[src/logic/fault_resp_params.svh]
/*
  Shared offsets, field positions, reset values and timing counts of the output
  fault response registers. Assumes inclusion by bare name from the logic files.
*/
`ifndef FAULT_RESP_PARAMS_SVH
`define FAULT_RESP_PARAMS_SVH

// ---------------------------------------------------------------
// command codes and register slots
// ---------------------------------------------------------------
`define CMD_UV_ACTION     8'h45
`define CMD_OC_PEAK       8'h46
`define CMD_UC_VALLEY     8'h4b
`define SLOT_UV_ACTION    2'h0
`define SLOT_OC_PEAK      2'h1
`define SLOT_UC_VALLEY    2'h2
`define NUM_SLOTS         3

// ---------------------------------------------------------------
// reset values and fields
// ---------------------------------------------------------------
`define UV_ACTION_RESET   16'h0080
`define OC_PEAK_RESET     16'hda80
`define UC_VALLEY_RESET   16'hdd80
`define ACT_MSB           7
`define ACT_LSB           6
`define ACT_DISABLE_RETRY 2'h2
`define RETRY_MSB         5
`define RETRY_LSB         3
`define RETRY_NONE        3'h0
`define RETRY_ALWAYS      3'h7
`define LIN_EXP_MSB       15
`define LIN_EXP_LSB       11
`define LIN_MANT_MSB      10

// ---------------------------------------------------------------
// timing
// ---------------------------------------------------------------
`define CLK_HZ            10000000
`define UV_RETRY_MS       70
`define UV_RETRY_CYCLES   ((`UV_RETRY_MS * `CLK_HZ) / 1000)

`endif

[src/logic/fault_resp_pkg.sv]
/*
  Types of the output fault response block.
  Assumes the params header is compiled alongside.
*/
package fault_resp_pkg;
  typedef logic [15:0] word_t;
  typedef enum logic [1:0] {UV_RUN, UV_HOLD, UV_WAIT} uv_state_t;
endpackage : fault_resp_pkg

[src/logic/paged_reg_store.sv]
/*
  Paged storage of the three fault response registers for both outputs,
  with a registered read port and a flat view of every word.
  Assumes index = page * 3 + slot, supplied by the owner.
*/
`timescale 1ns/1ns
`include "fault_resp_params.svh"

module paged_reg_store
  import fault_resp_pkg::*;
(
  input  wire logic             i_clk,
  input  wire logic             i_reset_n,
  input  wire logic             i_wr,
  input  wire logic [2:0]       i_wr_index,
  input  wire word_t            i_wr_data,
  input  wire logic             i_rd,
  input  wire logic [2:0]       i_rd_index,
  output word_t                 o_rd_data,
  output word_t [5:0]           o_words
);

  word_t [5:0] words;
  word_t [5:0] next_words;
  word_t       rd_data;
  word_t       next_rd_data;

  // write port and registered read port
  always_comb begin
    next_words = words;
    next_rd_data = rd_data;
    if (i_wr) begin
      next_words[i_wr_index] = i_wr_data;
    end
    if (i_rd) begin
      next_rd_data = words[i_rd_index];
    end
  end

  // defaults are constants so the async reset loads nothing else
  always_ff @(posedge i_clk or negedge i_reset_n) begin
    if (!i_reset_n) begin
      words <= {`UC_VALLEY_RESET, `OC_PEAK_RESET, `UV_ACTION_RESET,
                `UC_VALLEY_RESET, `OC_PEAK_RESET, `UV_ACTION_RESET};
      rd_data <= '0;
    end else begin
      words <= next_words;
      rd_data <= next_rd_data;
    end
  end

  assign o_rd_data = rd_data;
  assign o_words = words;
endmodule : paged_reg_store

[src/logic/output_fault_response_regs.sv]
/*
  Output fault response registers for two output pages: undervoltage response
  with disable and timed retry, peak overcurrent and valley undercurrent
  thresholds checked against blanked, consecutive current samples, sticky
  fault flags and the active-low alert line.
  Assumes a bus front end that decodes commands into one-cycle strobes on this
  clock, a core that supplies current samples in linear-11 form, and an
  enable pin that is asynchronous to i_clk.
*/
`timescale 1ns/1ns
`include "fault_resp_params.svh"

// Summary of operation
// - undervoltage is declared only once output good has been seen.
// - undervoltage response register resets to shut down, no retries.
// - retry spacing after undervoltage is seventy milliseconds.
// - action code 10 disables the output, then follows the retry code.
// - every undervoltage response pulls the alert line low and sets a flag.
// - fault flags clear only on the clear-faults command.
// - retry code 000 holds the output off until faults are cleared.
// - retry code 111 restarts endlessly until commanded off or shut down.
// - thresholds compare only samples taken after blanking ends.
// - overcurrent needs the configured number of consecutive samples.
// - undercurrent needs the configured number of consecutive samples.
// - peak overcurrent shares flag and response with the averaged limit.
// - valley undercurrent shares flag and response with the averaged limit.
// - thresholds are linear-11: exponent 15:11, mantissa 10:0, amperes.
// - peak overcurrent threshold resets to twenty amperes.
// - valley undercurrent threshold resets to minus twenty amperes.
// - every setting but the consecutive count is held per page; the page picks the target.
module output_fault_response_regs
  import fault_resp_pkg::*;
#(
  parameter int unsigned RETRY_CYCLES = `UV_RETRY_CYCLES
)(
  input  wire logic             i_clk,
  input  wire logic             i_reset_n,
  input  wire logic             i_cmd_wr,
  input  wire logic             i_cmd_rd,
  input  wire logic [7:0]       i_cmd_code,
  input  wire logic             i_page,
  input  wire word_t            i_wr_data,
  input  wire logic             i_clear_faults,
  input  wire logic [1:0]       i_output_good,
  input  wire logic [1:0]       i_vout_below_uv,
  input  wire logic [1:0]       i_enable_pin,
  input  wire logic [1:0]       i_operation_on,
  input  wire logic             i_bias_good,
  input  wire logic [1:0]       i_other_shutdown,
  input  wire logic [1:0]       i_sample_valid,
  input  wire word_t [1:0]      i_current_sample,
  input  wire logic [1:0]       i_blank_done,
  input  wire logic [3:0]       i_consec_count,
  input  wire logic [1:0]       i_avg_oc_fault,
  input  wire logic [1:0]       i_avg_uc_fault,
  output word_t                 o_rd_data,
  output logic                  o_rd_valid,
  output logic [1:0]            o_output_disable,
  output logic [1:0]            o_uv_fault_flag,
  output logic [1:0]            o_oc_fault_flag,
  output logic [1:0]            o_uc_fault_flag,
  output logic [1:0]            o_oc_event,
  output logic [1:0]            o_uc_event,
  output logic                  o_alert_line_n
);

  // ---------------------------------------------------------------
  // helpers
  // ---------------------------------------------------------------
  // linear-11 to a common fixed point, 2^16 per ampere unit step of 2^-16
  function automatic logic signed [47:0] lin11_to_fix(input word_t w);
    logic signed [47:0] mant;
    logic [5:0]         shift;
    mant = 48'(signed'(w[`LIN_MANT_MSB:0]));
    shift = 6'({w[`LIN_EXP_MSB], w[`LIN_EXP_MSB:`LIN_EXP_LSB]}) + 6'd16;
    return mant <<< shift;
  endfunction : lin11_to_fix

  function automatic logic [1:0] cmd_slot(input logic [7:0] code, output logic hit);
    hit = 1'b1;
    case (code)
      `CMD_UV_ACTION: cmd_slot = `SLOT_UV_ACTION;
      `CMD_OC_PEAK:   cmd_slot = `SLOT_OC_PEAK;
      `CMD_UC_VALLEY: cmd_slot = `SLOT_UC_VALLEY;
      default: begin
        hit = 1'b0;
        cmd_slot = `SLOT_UV_ACTION;
      end
    endcase
  endfunction : cmd_slot

  function automatic logic [2:0] slot_index(input logic page, input logic [1:0] slot);
    return page ? 3'(slot) + 3'd3 : 3'(slot);
  endfunction : slot_index

  // ---------------------------------------------------------------
  // register access
  // ---------------------------------------------------------------
  logic        cmd_hit;
  logic [1:0]  slot;
  logic        store_wr;
  logic        store_rd;
  word_t       store_wdata;
  word_t [5:0] words;
  logic        rd_valid;
  logic        next_rd_valid;

  // unmapped codes are neither stored nor answered
  always_comb begin
    slot = cmd_slot(i_cmd_code, cmd_hit);
    store_wr = i_cmd_wr & cmd_hit;
    store_rd = i_cmd_rd & cmd_hit;
    next_rd_valid = store_rd;
    // the one-byte register keeps only its low byte; odd codes kept as is
    store_wdata = (slot == `SLOT_UV_ACTION) ? {8'h00, i_wr_data[7:0]} : i_wr_data;
  end

  always_ff @(posedge i_clk or negedge i_reset_n) begin
    if (!i_reset_n) begin
      rd_valid <= 1'b0;
    end else begin
      rd_valid <= next_rd_valid;
    end
  end

  paged_reg_store u_store (
    .i_clk      (i_clk),
    .i_reset_n  (i_reset_n),
    .i_wr       (store_wr),
    .i_wr_index (slot_index(i_page, slot)),
    .i_wr_data  (store_wdata),
    .i_rd       (store_rd),
    .i_rd_index (slot_index(i_page, slot)),
    .o_rd_data  (o_rd_data),
    .o_words    (words)
  );

  // ---------------------------------------------------------------
  // enable pin synchroniser
  // ---------------------------------------------------------------
  logic [1:0] en_meta;
  logic [1:0] en_sync;

  always_ff @(posedge i_clk or negedge i_reset_n) begin
    if (!i_reset_n) begin
      en_meta <= 2'h0;
      en_sync <= 2'h0;
    end else begin
      en_meta <= i_enable_pin;
      en_sync <= en_meta;
    end
  end

  // ---------------------------------------------------------------
  // fault detection and undervoltage response
  // ---------------------------------------------------------------
  uv_state_t [1:0]   uv_state;
  uv_state_t [1:0]   next_uv_state;
  logic [1:0][31:0]  retry_cnt;
  logic [1:0][31:0]  next_retry_cnt;
  logic [1:0][3:0]   oc_cnt;
  logic [1:0][3:0]   next_oc_cnt;
  logic [1:0][3:0]   uc_cnt;
  logic [1:0][3:0]   next_uc_cnt;
  logic [1:0]        pg_armed;
  logic [1:0]        next_pg_armed;
  logic [1:0]        out_off;
  logic [1:0]        next_out_off;
  logic [1:0]        uv_flag;
  logic [1:0]        next_uv_flag;
  logic [1:0]        oc_flag;
  logic [1:0]        next_oc_flag;
  logic [1:0]        uc_flag;
  logic [1:0]        next_uc_flag;
  logic [1:0]        oc_evt;
  logic [1:0]        next_oc_evt;
  logic [1:0]        uc_evt;
  logic [1:0]        next_uc_evt;
  logic [1:0]        uv_evt;
  logic              alert_n;
  logic              next_alert_n;
  logic [3:0]        need;

  always_comb begin
    need = (i_consec_count == 4'h0) ? 4'h1 : i_consec_count;
    next_uv_state = uv_state;
    next_retry_cnt = retry_cnt;
    next_oc_cnt = oc_cnt;
    next_uc_cnt = uc_cnt;
    next_out_off = out_off;
    next_pg_armed = pg_armed;
    next_oc_evt = 2'h0;
    next_uc_evt = 2'h0;
    uv_evt = 2'h0;
    for (int p = 0; p < 2; p++) begin
      // arming sets on output good, holds when output good falls, and drops whenever the output is off
      uv_evt[p] = pg_armed[p] & i_vout_below_uv[p] & ~out_off[p];
      if (out_off[p]) begin
        next_pg_armed[p] = 1'b0;
      end else if (i_output_good[p]) begin
        next_pg_armed[p] = 1'b1;
      end
      // only post-blanking samples count; a gap in valid keeps the run
      if (i_sample_valid[p] && i_blank_done[p]) begin
        if (lin11_to_fix(i_current_sample[p]) >
            lin11_to_fix(words[slot_index(1'(p), `SLOT_OC_PEAK)])) begin
          next_oc_cnt[p] = (oc_cnt[p] == 4'hf) ? 4'hf : oc_cnt[p] + 4'h1;
        end else begin
          next_oc_cnt[p] = 4'h0;
        end
        if (lin11_to_fix(i_current_sample[p]) <
            lin11_to_fix(words[slot_index(1'(p), `SLOT_UC_VALLEY)])) begin
          next_uc_cnt[p] = (uc_cnt[p] == 4'hf) ? 4'hf : uc_cnt[p] + 4'h1;
        end else begin
          next_uc_cnt[p] = 4'h0;
        end
        next_oc_evt[p] = (next_oc_cnt[p] >= need);
        next_uc_evt[p] = (next_uc_cnt[p] >= need);
      end else if (!i_blank_done[p]) begin
        next_oc_cnt[p] = 4'h0;
        next_uc_cnt[p] = 4'h0;
      end
      // averaged limits feed the same flags and response
      next_oc_evt[p] = next_oc_evt[p] | i_avg_oc_fault[p];
      next_uc_evt[p] = next_uc_evt[p] | i_avg_uc_fault[p];
      case (uv_state[p])
        UV_RUN: begin
          if (uv_evt[p] &&
              words[slot_index(1'(p), `SLOT_UV_ACTION)][`ACT_MSB:`ACT_LSB]
                == `ACT_DISABLE_RETRY) begin
            next_out_off[p] = 1'b1;
            next_retry_cnt[p] = 32'h0;
            // other retry codes fall back to holding off
            if (words[slot_index(1'(p), `SLOT_UV_ACTION)][`RETRY_MSB:`RETRY_LSB]
                == `RETRY_ALWAYS) begin
              next_uv_state[p] = UV_WAIT;
            end else begin
              next_uv_state[p] = UV_HOLD;
            end
          end
        end
        UV_HOLD: begin
          if (i_clear_faults) begin
            next_out_off[p] = 1'b0;
            next_uv_state[p] = UV_RUN;
          end
        end
        UV_WAIT: begin
          if (!en_sync[p] || !i_operation_on[p] || !i_bias_good ||
              i_other_shutdown[p]) begin
            next_uv_state[p] = UV_HOLD;
          end else if (retry_cnt[p] == RETRY_CYCLES - 1) begin
            // restart without looking at the fault again
            next_out_off[p] = 1'b0;
            next_uv_state[p] = UV_RUN;
          end else begin
            next_retry_cnt[p] = retry_cnt[p] + 32'h1;
          end
        end
        default: begin
          next_uv_state[p] = UV_RUN;
        end
      endcase
    end
    // a new event in the clearing cycle keeps its flag
    next_uv_flag = (uv_flag & ~{2{i_clear_faults}}) | uv_evt;
    next_oc_flag = (oc_flag & ~{2{i_clear_faults}}) | next_oc_evt;
    next_uc_flag = (uc_flag & ~{2{i_clear_faults}}) | next_uc_evt;
    next_alert_n = ~(|{next_uv_flag, next_oc_flag, next_uc_flag});
  end

  always_ff @(posedge i_clk or negedge i_reset_n) begin
    if (!i_reset_n) begin
      uv_state <= '{UV_RUN, UV_RUN};
      retry_cnt <= '0;
      oc_cnt <= '0;
      uc_cnt <= '0;
      pg_armed <= 2'h0;
      out_off <= 2'h0;
      uv_flag <= 2'h0;
      oc_flag <= 2'h0;
      uc_flag <= 2'h0;
      oc_evt <= 2'h0;
      uc_evt <= 2'h0;
      alert_n <= 1'b1;
    end else begin
      uv_state <= next_uv_state;
      retry_cnt <= next_retry_cnt;
      oc_cnt <= next_oc_cnt;
      uc_cnt <= next_uc_cnt;
      pg_armed <= next_pg_armed;
      out_off <= next_out_off;
      uv_flag <= next_uv_flag;
      oc_flag <= next_oc_flag;
      uc_flag <= next_uc_flag;
      oc_evt <= next_oc_evt;
      uc_evt <= next_uc_evt;
      alert_n <= next_alert_n;
    end
  end

  // ---------------------------------------------------------------
  // outputs, all straight from flip-flops
  // ---------------------------------------------------------------
  assign o_rd_valid = rd_valid;
  assign o_output_disable = out_off;
  assign o_uv_fault_flag = uv_flag;
  assign o_oc_fault_flag = oc_flag;
  assign o_uc_fault_flag = uc_flag;
  assign o_oc_event = oc_evt;
  assign o_uc_event = uc_evt;
  assign o_alert_line_n = alert_n;

  // ---------------------------------------------------------------
  // assertions (page 0 stands for both)
  // ---------------------------------------------------------------
  logic first_cyc;

  always_ff @(posedge i_clk or negedge i_reset_n) begin
    if (!i_reset_n) begin
      first_cyc <= 1'b1;
    end else begin
      first_cyc <= 1'b0;
    end
  end
endmodule : output_fault_response_regs

[config.mk]
export PLATFORM = sky130hd
export DESIGN_NAME = output_fault_response_regs
export DESIGN_NICKNAME = d
export VERILOG_FILES = /design/src/logic/fault_resp_pkg.sv /design/src/logic/paged_reg_store.sv /design/src/logic/output_fault_response_regs.sv
export VERILOG_INCLUDE_DIRS = /design/src /design/src/logic
export SDC_FILE = /design/constraint.sdc
export NUM_CORES = 1
export LEC_CHECK = 0
export ABC_AREA = 0
export BUFFER_PORTS_ARGS = -buffer_cell sky130_fd_sc_hd__buf_4
export CELL_PAD_IN_SITES_DETAIL_PLACEMENT = 0
export CELL_PAD_IN_SITES_GLOBAL_PLACEMENT = 1
export CORE_MARGIN = 8
export CORE_UTILIZATION = 40
export DETAILED_ROUTE_END_ITERATION = 10
export PLACE_DENSITY_LB_ADDON = 0.1
export SKIP_LAST_GASP = 1
export SYNTH_ARGS = -nofsm -noshare
export SYNTH_HDL_FRONTEND = slang
export SYNTH_HIERARCHICAL = 1
export SYNTH_SLANG_ARGS = --single-unit
[constraint.sdc]
create_clock -name i_clk -period 7.4 [get_ports i_clk]
set_input_delay 1.48 -clock i_clk [delete_from_list [all_inputs] [get_ports i_clk]]
set_output_delay 1.48 -clock i_clk [all_outputs]
set_load 0.005 [all_outputs]
==> impl_metrics.yaml, run 1 <==
routing:
  drtPass1Iterations: 5
  drc_errors: 0
  viasPerCell: 5.85
  drt_iter0_markers: 1351
  vias: 17800
  drt_wl_total_um: 63700
  ant_nets: 0
  routedWlPerCell_um: 21.0
synth:
  synth_top_area_cell: "dfrtp_1"
  async_flop_share_pct: 100
  ys_ff_latch: 216
  yosys-top-cells-count: "231 x nand2_1, 204 x nor2_1, 196 x ha_1, 187 x dfrtp_1, 169 x o21ai_0"
  synth_flop_cell: "dfrtp_1"
  syn_area_um2: 20100
  yosysWarnings: 6
  syn_inst: 2324
  synth.area.top_cells: "dfrtp_1 23%, ha_1 12%, mux2_2 7.8%"
  seq_area_frac_synth_pct: 27.0
  synth_nets: 2605
  postSynthAreaPerCell_um2: 8.67
  yosysMostFrequentCell: "nand2_1"
  synth_top_area_share_pct: 23.2
  synth-edff-count: 0
  ys_types: 89
floorplanning:
  chipWidth_um: 240
  start_util_pct: 40.3
  io_pins: 115
  core_area_um2: 50000
  die_area_um2: 57800
  dieHeight_um: 240
  row_count: 82
sta:
  fin_crit_sh_pct: 87.0
  rsz0062_at_grt: "no"
  max_freq_mhz: 155
  setup_viol: 0
  max-slew-margin-rel_pct: 26.6
  slew_viol_final: 0
  min_period_ns: 6.44
  fin_tns_setup_ns: 0
  hold_viol: 0
  tightest_slew_ns: 1.10
  clock_skew_ns: 0.0171
  hold_ws_ns: 0.347
setup_path:
  start_kind: "input port"
  reg2reg_to: "o_alert_line_n$_DFF_PN1_"
  crit_type: "in -> reg"
  r2r_cells: 21
  required_ns: 7.84
  end_kind: "flop"
  critPathMaxFanout: 19
  crit_arrival_ns: 6.88
  r2r_slack_ns: 1.28
  critPathCapture: "o_alert_line_n$_DFF_PN1_"
  startpoint: "i_current_sample[27]"
  timing.rr.start: "u_store/o_words[75]$_DFFE_PN1P_"
cts:
  postCtsSetupRepairBufs: 0
  htree_levels: 1
  tritoncts: "yes"
  clockBufferDepth: 3
  cts-root-buf: "clkbuf_16"
  cts.clk_slew.worst_paths_ns: 0.05
  hold_buffers: 0
  cts_sinks: 216
  cts_buffers: 27
  ctsResizeCount: 0
  worstSkewPairLatency_ns: 0.53
place:
  portBuffers: 114
  hpwl_um: 50000
  gp_congestion: 0.917
global_routing:
  antenna_found_initial: 2
  grt_max_degree: 77
  track_usage_pct: 21.7
  grt_first_pass_wirelength_um: 100000
  overflow: 0
  first_global_vias: 17500
outcome:
  status: "finished, final reports clean"
worst_hold_path:
  hold_path_class: "reg -> reg"
cells_and_area:
  nNetsFinal: 2631
  layout-drive-gt1-share_pct: 16.1
  layout-area-overhead-vs-synth_pct: 10.1
  antennaDiodeCount: 0
pwr:
  p_leak_nw: 9.39
  vdd_ir_drop_max_uv: 174
  p_per_area_nw_per_um2: 148
  totalPowerFinal_mw: 3.28
job:
  cap_violations: 0
==> layer usage <==
layer / track usage (%) / up-vias / share of wire, %
li1: - / 8654 / -
met3: 2.29 / 84 / 4.2
met4: 5.40 / 2 / 2.4
met1: 30.7 / 8633 / 48
met5: 0 / - / 0.013
met2: 34.9 / 412 / 45
==> report_power, final <==
group          leakage [nW]  switching, mW  internal (mW)
Clock                 0.395          0.509          0.710
Sequential             2.84         0.0470           1.24
Combinational          6.16          0.462          0.313
Total                  9.39           1.02           2.26
==> sequential cells by signal (all words and copies together), names as in the netlist <==
| signal | flops |
|---|---|
| retry_cnt | 64 |
| uc_cnt | 8 |
| u_store/o_rd_data | 16 |
| pg_armed | 2 |
| o_output_disable | 2 |
| o_oc_event | 2 |
| u_store/o_words | 96 |
| o_oc_fault_flag | 2 |
| o_uc_event | 2 |
| o_uv_fault_flag | 2 |
| o_alert_line_n | 1 |
| en_meta | 2 |
| o_uc_fault_flag | 2 |
| oc_cnt | 8 |
| o_rd_valid | 1 |
| en_sync | 2 |
| uv_state | 4 |
==> worst min-delay path by stage <==
stage / startpoint / end / slack [ns] / depth (start not counted)
2_1_floorplan: en_meta[0]$_DFF_PN0_ / en_sync[0]$_DFF_PN0_ / 0.33 / 0
3_3_place_gp: en_meta[1]$_DFF_PN0_ / en_sync[1]$_DFF_PN0_ / 0.33 / 0
3_5_place_dp: en_meta[1]$_DFF_PN0_ / en_sync[1]$_DFF_PN0_ / 0.34 / 0
4_1_cts: en_meta[1]$_DFF_PN0_ / en_sync[1]$_DFF_PN0_ / 0.35 / 0
5_1_grt: en_meta[1]$_DFF_PN0_ / en_sync[1]$_DFF_PN0_ / 0.36 / 0
6_report: en_meta[1]$_DFF_PN0_ / en_sync[1]$_DFF_PN0_ / 0.35 / 0
==> through the flow <==
stage,setup slack (ns),instance area (µm²),std cells,utilization (%)
detailed placement,0.550,21400,2993,42.8
global placement,0.689,21400,2993,42.8
global route,0.590,22200,3040,44.4
finish,0.960,22200,3040,44.4
floorplan,1.14,20100,2324,-
CTS,1.10,22200,3040,44.4
==> cell families (layout without fill, tap and decap cells) <==
logic type	after synthesis	count (layout)	synth area share, %
AND/OR/NAND/NOR	788	788	19.4
AO/OA/AOI/OAI	607	607	19.2
multiplexers	288	288	16.3
flip-flops	216	216	27.0
adder cells (fa/ha/maj)	196	196	12.2
buffers and inverters	183	227	3.88
XOR/XNOR	46	46	2.00
==> cells in the final DEF (no fill, tap or decap), types with 33 or more instances in the layout <==
cell type,n
inv_1,53
nand3_1,55
buf_4,120
a21o_1,48
nor2_1,203
dfrtp_1,187
ha_1,196
mux2_2,140
nand4_1,49
nor3_1,41
nor2b_1,34
nand2_1,231
mux2i_1,128
and2_1,33
a21oi_1,153
a22oi_1,45
o21ai_0,169
==> final cells by class <==
cell class | count | area [µm²]
fillers | 4939 | 27800
multi-input cells | 1925 | 14000
clock inverters | 8 | 48.8
well taps | 672 | 841
inverters | 59 | 221
repair buffers | 121 | 916
clock buffers | 39 | 761
flip-flops and latches | 216 | 5440
==> critical path, cell delays in order <==
cell and delay (ns):
buf_4 0.23, mux2_2 0.38, o21ai_0 0.29, nor2_1 0.07
a21oi_1 0.24, o21ai_0 0.17, and2_1 0.23, ha_1 0.32
nand4_1 0.14, nor4_1 0.55, nand4_1 0.21, and3_1 0.24
a22o_1 0.21, or3_1 0.40, nand2_1 0.11, ha_1 0.22
nand2b_1 0.14, a21o_1 0.17, a21o_1 0.17, a21oi_1 0.19
o221ai_1 0.15, or3_1 0.39, nor4_1 0.17
Note: power is estimated with default switching activity, not from simulation.
==> run 2: changes to the inputs <==
--- a/config.mk
+++ b/config.mk
@@ -7,14 +7,13 @@
 export NUM_CORES = 1
 export LEC_CHECK = 0
 export ABC_AREA = 0
-export BUFFER_PORTS_ARGS = -buffer_cell sky130_fd_sc_hd__buf_4
+export BUFFER_PORTS_ARGS = -buffer_cell sky130_fd_sc_hd__buf_2
 export CELL_PAD_IN_SITES_DETAIL_PLACEMENT = 0
 export CELL_PAD_IN_SITES_GLOBAL_PLACEMENT = 1
 export CORE_MARGIN = 8
 export CORE_UTILIZATION = 40
 export DETAILED_ROUTE_END_ITERATION = 10
 export PLACE_DENSITY_LB_ADDON = 0.1
-export SKIP_LAST_GASP = 1
 export SYNTH_ARGS = -nofsm -noshare
 export SYNTH_HDL_FRONTEND = slang
 export SYNTH_HIERARCHICAL = 1
==> impl_metrics.yaml, run 2 (synthesis results as in run 1) <==
global_routing:
  antenna_found_initial: 3
  first_global_vias: 17300
  track_usage_pct: 21.6
  grt_first_pass_wirelength_um: 99700
  grt_max_degree: 117
  overflow: 0
place:
  gp_congestion: 0.932
  portBuffers: 114
  hpwl_um: 50400
  place_inst: 2999
cts:
  tritoncts: "yes"
  cts_sinks: 216
  ctsResizeCount: 0
  cts_buffers: 26
  postCtsSetupRepairBufs: 0
  htree_levels: 1
  cts-root-buf: "clkbuf_16"
  cts.clk_slew.worst_paths_ns: 0.06
  hold_buffers: 0
  clockBufferDepth: 3
  worstSkewPairLatency_ns: 0.53
setup_path:
  slowest_delay_ns: 0.48
  worst-path-buf-inv: 1
  end_kind: "flop"
  crit_type: "in -> reg"
  path_cells: "buf_2 -> mux2_2 -> o21ai_0 -> nor2_1 -> a21oi_1 -> o21ai_0 -> and2_1 -> ha_1 -> nand4_1 -> nor4_1 -> nand4_1 -> and3_1 -> a22o_1 -> or3_1 -> nand2_1 -> ha_1 -> nand2b_1 -> a21o_1 -> a21o_1 -> a21oi_1 -> o221ai_1 -> or3_1 -> nor4_1"
  crit_arrival_ns: 6.94
  critical_path.top_delay_family: "simple AND/OR/NAND/NOR gates"
  slowest_stage: "nor4_1"
  start_kind: "input port"
  required_ns: 7.84
  critPathMaxFanout: 19
sta:
  slew_viol_final: 0
  hold_ws_ns: 0.349
  max-slew-margin-rel_pct: 27.5
  fin_crit_sh_pct: 87.8
  tightest_slew_ns: 1.06
  min_period_ns: 6.50
  hold_viol: 0
  setup_viol: 0
  clock_skew_ns: 0.00821
  fin_tns_setup_ns: 0
  rsz0062_at_grt: "no"
  max_freq_mhz: 154
outcome:
  status: "finished, final reports clean"
routing:
  drc_errors: 0
  drt_wl_total_um: 63800
  drt_iter0_markers: 1312
  routedWlPerCell_um: 20.9
  viasPerCell: 5.79
  drtPass1Iterations: 6
  vias: 17700
  ant_nets: 0
cells_and_area:
  nNetsFinal: 2636
  fin_cells: 3048
  final_common_cell: "nand2_1"
  final_util_pct: 44.1
  largest_register_ffs: 96
  layout-area-overhead-vs-synth_pct: 9.38
  most-common-layout-cells: "231 x nand2_1, 203 x nor2_1, 196 x ha_1"
  layout-drive-gt1-share_pct: 16.5
pwr:
  totalPowerFinal_mw: 3.34
  vdd_ir_drop_max_uv: 161
  p_per_area_nw_per_um2: 152
  p_leak_nw: 9.37
floorplanning:
  io_pins: 115
  core_area_um2: 50000
  die_area_um2: 57800
  start_util_pct: 40.3
  dieHeight_um: 240
  chipWidth_um: 240
  row_count: 82
worst_hold_path:
  hold_path_class: "reg -> reg"
job:
  cap_violations: 0
-- run 2: cell count changes in the layout (fill, tap and decap cells not counted), sizes merged --
cell      delta
clkbuf       -2
diode        +1
buf          +6
bufinv       +2
clkinvlp     +1
-- run 2: final timing paths --
| check | startpoint | end | slack (ns) | cells after the start |
|---|---|---|---|---|
| worst min register to register | en_meta[0]$_DFF_PN0_ | en_sync[0]$_DFF_PN0_ | 0.35 | 0 |
| max in group asynchronous | i_reset_n | uv_state[0]$_DFFE_PN0P_ | 4.95 | 2 |
| worst max-delay path | i_current_sample[27] | o_alert_line_n$_DFF_PN1_ | 0.90 | 23 |
| min in group asynchronous | i_reset_n | uc_cnt[7]$_DFFE_PN0P_ | 0.96 | 1 |
| worst min-delay path | en_meta[0]$_DFF_PN0_ | en_sync[0]$_DFF_PN0_ | 0.35 | 0 |
| worst max register to register | u_store/o_words[75]$_DFFE_PN1P_ | o_alert_line_n$_DFF_PN1_ | 1.31 | 21 |
-- run 2: area by class of cell --
type                       count  area (µm²)
fill                        4996       27900
multi-input combinational   1925       14000
sequential                   216        5440
tap                          672         841
clock buffer                  37         773
timing repair buffer         127         678
inverter                      59         221
clock inverter                11         116
antenna                        1        2.50
-- run 2: metal layers --
| layer | routed length (µm) | share of wire, % | track usage (%) |
|---|---|---|---|
| met1 | 30700 | 48 | 31.1 |
| met2 | 28600 | 45 | 34.5 |
| met3 | 3120 | 4.9 | 2.52 |
| met4 | 1420 | 2.2 | 4.94 |
| met5 | 0 | 0 | 0 |
-- run 2: through the flow --
stage | setup WS (ns) | instance area [µm²]
after floorplan | 1.14 | 20100
after global placement | 0.586 | 21100
after detailed placement | 0.418 | 21100
after CTS | 0.967 | 22000
after global routing | 0.415 | 22000
final | 0.902 | 22000
-- run 2: power by group --
group | switching (mW) | leakage (nW) | internal [mW] | total, mW
clock network | 0.511 | 0.433 | 0.797 | 1.31
logic | 0.465 | 6.10 | 0.288 | 0.753
registers | 0.0457 | 2.84 | 1.24 | 1.28
total | 1.02 | 9.37 | 2.32 | 3.34
==> run 3: changes to the inputs <==
--- a/config.mk
+++ b/config.mk
@@ -12,8 +12,11 @@
 export CELL_PAD_IN_SITES_GLOBAL_PLACEMENT = 1
 export CORE_MARGIN = 8
 export CORE_UTILIZATION = 40
+export CTS_CLUSTER_SIZE = 24
 export DETAILED_ROUTE_END_ITERATION = 10
 export PLACE_DENSITY_LB_ADDON = 0.1
+export REMOVE_ABC_BUFFERS = 1
+export SLEW_MARGIN = 40
 export SYNTH_ARGS = -nofsm -noshare
 export SYNTH_HDL_FRONTEND = slang
 export SYNTH_HIERARCHICAL = 1
==> impl_metrics.yaml, run 3 (synthesis results as in run 1) <==
outcome:
  status: "finished, final reports clean"
worst_hold_path:
  hold_path_class: "reg -> reg"
cts:
  cts-root-buf: "clkbuf_16"
  clockBufferDepth: 3
  tritoncts: "yes"
  postCtsSetupRepairBufs: 0
  cts_sinks: 216
  worstSkewPairLatency_ns: 0.54
  htree_levels: 1
  ctsResizeCount: 0
  cts.clk_slew.worst_paths_ns: 0.06
  cts_buffers: 27
  hold_buffers: 0
sta:
  fin_tns_setup_ns: 0
  slew_viol_final: 0
  max-slew-margin-rel_pct: 43.5
  tightest_slew_ns: 0.838
  rsz0062_at_grt: "no"
  clock_skew_ns: 0.0126
  hold_viol: 0
  min_period_ns: 6.39
  setup_viol: 0
  max_freq_mhz: 157
  fin_crit_sh_pct: 86.3
pwr:
  p_per_area_nw_per_um2: 152
  totalPowerFinal_mw: 3.38
  vdd_ir_drop_max_uv: 155
  p_leak_nw: 9.44
cells_and_area:
  fin_cells: 3055
  largest_register_ffs: 96
  layout-drive-gt1-share_pct: 17.0
  nNetsFinal: 2644
  antennaDiodeCount: 0
  layout-area-overhead-vs-synth_pct: 10.0
  final_common_cell: "nand2_1"
  most-common-layout-cells: "231 x nand2_1, 203 x nor2_1, 196 x ha_1"
setup_path:
  crit_arrival_ns: 6.83
  slowest_stage: "nor4_1"
  slowest_delay_ns: 0.64
  critPathMaxFanout: 18
  path_cells: "buf_2 -> mux4_2 -> a21oi_1 -> o221ai_1 -> ha_1 -> nand4_1 -> nor4_1 -> nand4_1 -> and3_1 -> o2111ai_1 -> o2111ai_1 -> buf_4 -> nand2_1 -> ha_1 -> nand2b_1 -> a21o_1 -> a21o_1 -> a21oi_1 -> o21bai_1 -> a21o_1 -> nor4_1"
  cp_common_cell: "a21o_1"
  worst-path-buf-inv: 2
  crit_type: "in -> reg"
  required_ns: 7.84
  start_kind: "input port"
  end_kind: "flop"
  critical_path.top_delay_family: "compound AO/OA/AOI/OAI gates"
place:
  portBuffers: 114
  gp_congestion: 0.916
  hpwl_um: 51500
  place_inst: 3004
routing:
  routedWlPerCell_um: 21.3
  drtPass1Iterations: 6
  drt_wl_total_um: 65200
  ant_nets: 0
  viasPerCell: 5.82
  vias: 17800
  drt_iter0_markers: 1416
  drc_errors: 0
floorplanning:
  io_pins: 115
  row_count: 82
  start_util_pct: 40.3
  dieHeight_um: 240
  chipWidth_um: 240
  core_area_um2: 50000
  die_area_um2: 57800
global_routing:
  grt_max_degree: 144
  track_usage_pct: 22.0
  grt_first_pass_wirelength_um: 101000
  overflow: 0
  first_global_vias: 17000
  antenna_found_initial: 1
job:
  cap_violations: 0
## run 3: through the flow
| stage | hold WS (ns) | util [%] | area [µm²] | worst slack (ns) |
|---|---|---|---|---|
| floorplan | 0.331 | - | 19600 | 1.25 |
| global placement | 0.332 | 42.3 | 21200 | 0.534 |
| detailed placement | 0.338 | 42.4 | 21200 | 0.536 |
| CTS | 0.351 | 44.3 | 22100 | 1.11 |
| global route | 0.357 | 44.4 | 22200 | 0.621 |
| finish | 0.348 | 44.4 | 22200 | 1.01 |
## run 3: layout make-up
class / instances / area, µm²
timing repair buffer: 134 / 771
clock inverter: 13 / 134
tap: 672 / 841
fill: 4944 / 27800
sequential: 216 / 5450
clock buffer: 36 / 779
inverter: 59 / 221
multi-input combinational: 1925 / 14000
## run 3: worst paths after layout
path	from	to	slack, ns	cells past startpoint
min	en_meta[1]$_DFF_PN0_	en_sync[1]$_DFF_PN0_	0.35	0
max	i_current_sample[11]	o_alert_line_n$_DFF_PN1_	1.01	21
min in group asynchronous	i_reset_n	uc_cnt[6]$_DFFE_PN0P_	0.94	1
max in group asynchronous	i_reset_n	u_store/o_words[90]$_DFFE_PN1P_	5.19	3
min reg2reg	en_meta[1]$_DFF_PN0_	en_sync[1]$_DFF_PN0_	0.35	0
max reg2reg	u_store/o_words[75]$_DFFE_PN1P_	o_alert_line_n$_DFF_PN1_	1.35	21
## run 3: report_power, final
part | switching (mW) | internal (mW)
clock | 0.527 | 0.809
combinational | 0.470 | 0.291
sequential | 0.0457 | 1.24
total | 1.04 | 2.33
## run 3: per-layer routing
metal / global-route usage, % / part of all wire (%) / vias up
met4: 4.76 / 2.2 / 0
li1: - / - / 8669
met5: 0 / 0 / -
met3: 3.36 / 5.5 / 73
met2: 33.5 / 43 / 437
met1: 32.6 / 49 / 8607
